File: src/core/ipg_pkg.sv
// What this block does
// [RULE1] Repurpose bit 2 set: pin becomes general output at active-level bit value.
// [RULE2] Idle high-impedance bit 1 set: pin driven only while asserted, else floats.
// [RULE3] Active-level bit 0: 0 drives low for interrupt, 1 drives high.
// [RULE4] Key in a protected range: only writes to the key register are accepted.
// [RULE5] Key equal to fully-unprotected value: every writeable register accepts writes.
// [RULE6] Key equal to single-unprotected value: one other write accepted, then protected.
// [RULE7] Pin configuration bits 7 to 3 ignore writes and read as zero.
package ipg_pkg;
   // ****************************************
   // Register map
   // ****************************************
   localparam logic [7:0] ADDR_IRQ_PIN_CONFIG = 8'h7d;
   localparam logic [7:0] ADDR_WRITE_GUARD_KEY = 8'h7e;
   localparam logic [7:0] RST_IRQ_PIN_CONFIG = 8'h02;
   localparam logic [7:0] RST_WRITE_GUARD_KEY = 8'h85;
   localparam logic [7:0] KEY_FULL_OPEN = 8'h85;
   localparam logic [7:0] KEY_SINGLE_OPEN = 8'h86;
   localparam logic [7:0] KEY_RELOCK = 8'h00;
   localparam logic [7:0] CFG_USED_MASK = 8'h07;
   localparam int BIT_POLARITY = 0;
   localparam int BIT_TRISTATE = 1;
   localparam int BIT_REPURPOSE = 2;

   // ****************************************
   // Types
   // ****************************************
   typedef struct packed {
      logic pinRepurposeEn;
      logic tristateEn;
      logic intPolarity;
   } ipg_cfg_t;

   typedef struct packed {
      logic wrEn;
      logic rdEn;
      logic [7:0] addr;
      logic [7:0] wrData;
   } ipg_req_t;
endpackage

File: src/core/ipg_pin_drive.sv
`timescale 1ns/100ps
module ipg_pin_drive
   import ipg_pkg::*;
(
   // Clock and reset
   input wire logic mclk,
   input wire logic rst,
   // Control
   input wire ipg_cfg_t cfg,
   input wire logic irqActive,
   // Pin
   output logic pinOut,
   output logic pinOeN
);
   logic next_pinOut;
   logic next_pinOeN;

   always_comb begin
      next_pinOut = cfg.intPolarity;
      next_pinOeN = 1'b0;
      if (cfg.pinRepurposeEn) begin
         // [RULE1] General output level
         next_pinOut = cfg.intPolarity;
         next_pinOeN = 1'b0;
      end else begin
         // [RULE3] Polarity of assertion
         next_pinOut = irqActive ? cfg.intPolarity : ~cfg.intPolarity;
         // [RULE2] Float when idle
         next_pinOeN = cfg.tristateEn & ~irqActive;
      end
   end

   // Registered so the pin never glitches on config writes
   always_ff @(posedge mclk or posedge rst) begin
      if (rst) begin
         pinOut <= 1'b1;
         pinOeN <= 1'b1;
      end else begin
         pinOut <= next_pinOut;
         pinOeN <= next_pinOeN;
      end
   end
endmodule

File: src/core/ipg_guard.sv
`timescale 1ns/100ps
module ipg_guard
   import ipg_pkg::*;
(
   // Clock and reset
   input wire logic mclk,
   input wire logic rst,
   // Register port
   input wire ipg_req_t req,
   output logic [7:0] rdData,
   output logic rdValid,
   output logic wrRejected,
   // Other registers behind the guard
   output logic extWrEn,
   output logic [7:0] extAddr,
   output logic [7:0] extWrData,
   // Interrupt source and pin
   input wire logic irqActive,
   output logic irqPinOut,
   output logic irqPinOeN
);
   // ****************************************
   // Registers
   // ****************************************
   logic [7:0] pinCfg;
   logic [7:0] guardKey;
   logic [7:0] next_guardKey;
   logic [7:0] next_pinCfg;
   logic [7:0] next_rdData;
   logic keyHit;
   logic cfgHit;
   logic otherWr;
   logic wrAllowed;
   logic keyOpen;
   logic singleOpen;
   ipg_cfg_t cfg;

   // ****************************************
   // Helper functions
   // ****************************************
   // Both unlock values open the gate; every other value is protected
   function automatic logic keyAllows(input logic [7:0] key);
      keyAllows = (key == KEY_FULL_OPEN) || (key == KEY_SINGLE_OPEN);
   endfunction

   function automatic logic isCfgAddr(input logic [7:0] addr);
      isCfgAddr = addr == ADDR_IRQ_PIN_CONFIG;
   endfunction

   function automatic logic isKeyAddr(input logic [7:0] addr);
      isKeyAddr = addr == ADDR_WRITE_GUARD_KEY;
   endfunction

   // ****************************************
   // Address decode
   // ****************************************
   assign keyHit = isKeyAddr(req.addr);
   assign cfgHit = isCfgAddr(req.addr);
   assign otherWr = req.wrEn && !keyHit;
   assign keyOpen = keyAllows(guardKey);
   assign singleOpen = guardKey == KEY_SINGLE_OPEN;
   // [RULE4] Protected ranges block others
   assign wrAllowed = otherWr && keyOpen;

   // ****************************************
   // Write guard key
   // ****************************************
   always_comb begin
      next_guardKey = guardKey;
      if (req.wrEn && keyHit) begin
         // [RULE4] Key always writable
         next_guardKey = req.wrData;
      end else if (wrAllowed && singleOpen) begin
         // [RULE6] One write then relock
         next_guardKey = KEY_RELOCK;
      end
   end

   // Key write wins over relock so a fresh unlock is never lost
   always_ff @(posedge mclk or posedge rst) begin
      if (rst) begin
         guardKey <= RST_WRITE_GUARD_KEY;
      end else begin
         guardKey <= next_guardKey;
      end
   end

   // ****************************************
   // Pin configuration
   // ****************************************
   always_comb begin
      next_pinCfg = pinCfg;
      if (wrAllowed && cfgHit) begin
         // [RULE7] Unused bits dropped
         next_pinCfg = req.wrData & CFG_USED_MASK;
      end
   end

   // Config write also uses up a single unlock
   always_ff @(posedge mclk or posedge rst) begin
      if (rst) begin
         pinCfg <= RST_IRQ_PIN_CONFIG;
      end else begin
         pinCfg <= next_pinCfg;
      end
   end

   // ****************************************
   // Field view
   // ****************************************
   assign cfg.pinRepurposeEn = pinCfg[BIT_REPURPOSE];
   assign cfg.tristateEn = pinCfg[BIT_TRISTATE];
   assign cfg.intPolarity = pinCfg[BIT_POLARITY];

   // ****************************************
   // Pass-on port
   // ****************************************
   // [RULE5] Open key passes writes on
   always_ff @(posedge mclk or posedge rst) begin
      if (rst) begin
         extWrEn <= 1'b0;
      end else begin
         extWrEn <= wrAllowed && !cfgHit;
      end
   end

   // Address and data follow every cycle; only the strobe qualifies them
   always_ff @(posedge mclk or posedge rst) begin
      if (rst) begin
         extAddr <= 8'h00;
      end else begin
         extAddr <= req.addr;
      end
   end

   always_ff @(posedge mclk or posedge rst) begin
      if (rst) begin
         extWrData <= 8'h00;
      end else begin
         extWrData <= req.wrData;
      end
   end

   // [RULE4] Refused write flagged
   always_ff @(posedge mclk or posedge rst) begin
      if (rst) begin
         wrRejected <= 1'b0;
      end else begin
         wrRejected <= otherWr && !keyOpen;
      end
   end

   // ****************************************
   // Read port
   // ****************************************
   // Unmapped addresses read as zero
   always_comb begin
      next_rdData = 8'h00;
      if (!req.rdEn) begin
         next_rdData = 8'h00;
      end else if (cfgHit) begin
         // [RULE7] Unused bits read zero
         next_rdData = pinCfg;
      end else if (keyHit) begin
         next_rdData = guardKey;
      end else begin
         next_rdData = 8'h00;
      end
   end

   always_ff @(posedge mclk or posedge rst) begin
      if (rst) begin
         rdData <= 8'h00;
      end else begin
         rdData <= next_rdData;
      end
   end

   always_ff @(posedge mclk or posedge rst) begin
      if (rst) begin
         rdValid <= 1'b0;
      end else begin
         rdValid <= req.rdEn;
      end
   end

   // ****************************************
   // Pin driver
   // ****************************************
   // Pin lags the config register by one cycle
   ipg_pin_drive uPin (
      .mclk(mclk),
      .rst(rst),
      .cfg(cfg),
      .irqActive(irqActive),
      .pinOut(irqPinOut),
      .pinOeN(irqPinOeN)
   );
endmodule

File: config.mk
export PLATFORM = sky130hd
export DESIGN_NAME = ipg_guard
export DESIGN_NICKNAME = d
export VERILOG_FILES = /design/src/core/ipg_pkg.sv /design/src/core/ipg_pin_drive.sv /design/src/core/ipg_guard.sv
export SDC_FILE = /design/constraint.sdc
export NUM_CORES = 1
export LEC_CHECK = 0
export BUFFER_PORTS_ARGS = -buffer_cell sky130_fd_sc_hd__buf_2
export CORE_MARGIN = 1
export CORE_UTILIZATION = 47
export CTS_CLUSTER_DIAMETER = 150
export DETAILED_ROUTE_END_ITERATION = 10
export PLACE_DENSITY = 0.76
export SYNTH_ARGS = -nofsm -noshare
export SYNTH_HDL_FRONTEND = slang
export SYNTH_HIERARCHICAL = 1
export SYNTH_SLANG_ARGS = --single-unit
export TNS_END_PERCENT = 20
File: constraint.sdc
create_clock -name mclk -period 2.15 [get_ports mclk]
set_input_delay 0.3225 -clock mclk [delete_from_list [all_inputs] [get_ports mclk]]
set_output_delay 0.3225 -clock mclk [all_outputs]
set_load 0.01 [all_outputs]
# Yosys cells after proc, flatten, opt, wreduce, memory -nomap -nowiden
# Cells that the tools add are included.
# classes
eq_ne	4
n_bitwise	3
reduce_logical	12
n_mux	8
# ops
op	count
two-way mux 8 bit	5
equality test 8 x 7 -> 1 bit (second input constant)	2
equality test 8 bit (second input constant)	2
logical AND 1 bit	7
logical NOT 1 bit	3
two-way mux 1 bit	3
NOT 1 bit	2
nonzero test 2 bit	1
bitwise AND 1 bit	1
logical OR 1 bit	1
# word_totals
out_inout_bits	29
regBits	40

# Depth between registers and ports, before layout
# depth
word_depth	7
ltp_mapped	4
depth_no_buf	4

# Hierarchy
# Netlist, hierarchy kept.
# by_module_without_submodules
module	area_per_inst_um2	instances	cells_per_inst	seq_area_each_um2
ipg_guard	1313.8	1	84	955.9
ipg_pin_drive	78.8	1	6	52.6

# Worst setup path after synthesis
# Ideal clock, no wire load.
# synth_path
path_kind	reg2reg
start	register guardKey[2]
end	register pinCfg[0]
setup_slack_ps	256
path_buffers	0
t_arrival_ps	1769
path_stages_with_launch	5
cell_sequence	dfstp_2 > or4b_4 > nor3_2 > and4_4 > mux2_2
# synth_between
elab_chain_len	4
elab_cells_between_ends	5
# synth_rtl
item	line_no	source
from (decl)	ipg_guard.sv:26	logic [7:0] guardKey;
from (signal assigned)	ipg_guard.sv:84	guardKey <= next_guardKey;
equality test 8 bit	ipg_guard.sv:43	keyAllows = (key == KEY_FULL_OPEN) || (key == KEY_SINGLE_OPEN);
logical OR 1 bit *	ipg_guard.sv:43	
logical AND 1 bit *	ipg_guard.sv:63	assign wrAllowed = otherWr && keyOpen;
logical AND 1 bit *	ipg_guard.sv:93	if (wrAllowed && cfgHit) begin
to (signal assigned)	ipg_guard.sv:104	pinCfg <= next_pinCfg;
to (decl)	ipg_guard.sv:25	logic [7:0] pinCfg;
# Every way passes the cells marked *; elsewhere a longest branch is shown, timed or not.
# A chain may end at the register's enable or synchronous reset.

# Final worst setup path
# layout_path
start	register guardKey[2]
end	register pinCfg[2]
# The elaborated chain is that of the path after synthesis.

==> results.json <==
{
  "end_kind": "flop",
  "dieWidth_um": 56.4,
  "wl_um": 2490,
  "tritoncts": "yes",
  "yosys_warnings": 6,
  "hold_viol": 0,
  "drtAntennaViolNets": 0,
  "rows": 19,
  "critPathLaunchType": "flop",
  "worstPathArrival_ns": 2.21,
  "outcome": "complete, no violations",
  "ys_top_cells_by_area": "dfrtp_1, dfstp_2, mux2_2",
  "die-area_mm2": 0.00318,
  "ys_async_sr_fraction_pct": 100,
  "numCtsBuffers": 5,
  "vias_per_cell": 5.14,
  "postLayoutCellArea_mm2": 0.00175,
  "syn2layout_area_growth_pct": 25.9,
  "core_region_area_mm2": 0.00278,
  "crit_chain": "or4b_4, nor3_2, and4_4, mux2_2",
  "yosysUniqueCellTypes": 29,
  "cpPeakStageDelay_ns": 0.55,
  "critPathSlowestCell": "dfstp_2",
  "n_antenna_cell": 0,
  "min_path_type": "in -> reg",
  "drive_above_1_share_pct": 53.0,
  "post_cts_buffers": 0,
  "fmax_ghz": 0.504,
  "yosysMostFrequentCell": "dfrtp_1",
  "whs_path_depth": 1,
  "report.final.setup_viol": 0,
  "cp_data_required_time_ns": 2.38,
  "syn_inst": 90,
  "wire_per_inst_um": 13.8,
  "clkSlewWorstSetupHoldPaths_ns": 0.10,
  "place_area_mm2": 0.00168,
  "num-nets-final": 169,
  "ys_seq_area_share_pct": 72.4,
  "clock_latency_ns": 0.34,
  "yosys.area.top_type": "dfrtp_1",
  "synthTopCellsByCount": "dfrtp_1, dfstp_2, mux2_2",
  "worstRegToRegCells": 4,
  "grt_max_degree": 39,
  "worst_slew_pin_slew_ns": 0.575,
  "drtPass1Iterations": 4,
  "grt_usage_pct": 18.0,
  "rsz0062_at_grt": "false",
  "synth_nets": 111,
  "clkSinkCount": 40,
  "drv_cap": 0,
  "root_buffer": "clkbuf_4",
  "synth_edf_count": 0,
  "first_iter_violations": 17,
  "fin_util_pct": 63.0,
  "cts.repair.resized": 0,
  "htree_levels": 2,
  "slew-limit-headroom_pct": 61.4,
  "ir_drop_uv": 563,
  "postSynthAreaPerCell_um2": 15.5,
  "fp.dieH_um": 56.4,
  "fin_crit_sh_pct": 92.3,
  "fin_worst_skew_ns": 0.00160,
  "grt_pass1_vias": 966,
  "portBuffers": 49,
  "power.density_mw_per_mm2": 721,
  "grt-ovfl-total": 0,
  "start_util_pct": 50.1,
  "ioPinCount": 50,
  "p_leak_nw": 0.885,
  "synth.ff_latch_count": 40,
  "critical_path_class": "reg -> reg",
  "min_period_ns": 1.98,
  "drc": 0,
  "num_vias": 925,
  "drv_slew": 0,
  "gp_congestion": 0.780,
  "tns_ns": 0,
  "antenna_found_initial": 0,
  "syn_area_mm2": 0.00139,
  "synth_top_area_share_pct": 61.1,
  "cts_buffer_depth": 2,
  "grt_first_pass_wirelength_um": 4240,
  "path_max_fanout": 3,
  "synthFlopType": "dfrtp_1",
  "place_hpwl_um": 1840
}
-- metal layers --
metal  vias up  part of all wire, %  track usage (%)  routed length [µm]
met4         0                  2.3             10.5                  58
met2        38                   50             29.2                1250
met1       452                   42             21.0                1030
li1        427                    -                -                   -
met5         -                    0                0                   0
met3         8                  5.9             5.53                 148
-- sequential cells by signal, indices dropped and copies added, names as in the netlist --
| name | flops |
|---|---|
| extWrData | 8 |
| uPin/pinOut | 1 |
| wrRejected | 1 |
| guardKey | 8 |
| extAddr | 8 |
| rdData | 8 |
| uPin/pinOeN | 1 |
| extWrEn | 1 |
| rdValid | 1 |
| pinCfg | 3 |
-- logic make-up after synthesis --
| family | count (synthesis) | synth area share, % |
|---|---|---|
| AND/OR/NAND/NOR | 28 | 14.6 |
| multiplexers | 5 | 4.04 |
| flip-flops | 40 | 72.4 |
| AO/OA/AOI/OAI | 12 | 6.92 |
| XOR/XNOR | 2 | 1.26 |
| buffers and inverters | 3 | 0.809 |
-- power breakdown --
group	leakage [nW]	internal [W]	switching (W)	total, W
Sequential	0.495	0.000780	0.0000104	0.000790
Clock	0.0326	0.000161	0.000215	0.000376
Combinational	0.358	0.0000420	0.0000554	0.0000974
-- worst paths after layout --
path	slack, ns	from	end
setup / recovery	0.17	guardKey[2]	pinCfg[2]
hold / removal	0.1	req[6]	extWrData[6]
setup reg to reg	0.17	guardKey[2]	pinCfg[2]
hold reg to reg	0.47	pinCfg[0]	uPin/pinOut
max in group asynchronous	1.16	rst	guardKey[2]
min in group asynchronous	0.56	rst	uPin/pinOut
-- worst max-delay path: cells and delay by family (launching register included) --
family	cells	cell delay [ns]
DFF	1	0.55
and+or+nand+nor	3	0.99
muxes	1	0.34
-- cells in the final DEF (no fill, tap or decap), types with 2 or more instances in the layout --
master    instances
clkbuf_1          2
nor2_1            4
o21ai_0           2
buf_2            49
clkbuf_4          5
inv_1             3
dfrtp_1          34
and2_1            4
nand2b_1          2
mux2_2            5
nor3_1            2
a22oi_1           3
and2_2            2
nand2_1           3
a22o_1            4
dfstp_2           6
-- layout make-up --
type,instances,area [µm²]
fillers,215,1030
inverters,3,11.3
repair buffers,51,263
clock buffers,8,58.8
multi-input cells,47,373
flip-flops and latches,40,1010
well taps,31,38.8
-- metrics by stage --
step / setup WS [ns] / power [W] / hold WS, ns / std cells
5_1_grt: 0.0945 / 0.00133 / 0.0712 / 180
2_1_floorplan: 0.256 / 0.000849 / 0.234 / 90
4_1_cts: 0.169 / 0.00128 / 0.0812 / 180
3_5_place_dp: 0.181 / 0.000903 / 0.357 / 171
3_3_place_gp: 0.206 / 0.000899 / 0.348 / 171
6_report: 0.166 / 0.00126 / 0.0952 / 180
-- timing repair --
action,4_1_cts,5_1_grt
endpoints found under the hold margin,2,0
setup endpoints to repair,0,0
hold buffers,1,0
Power figures use the tool's default switching activity.
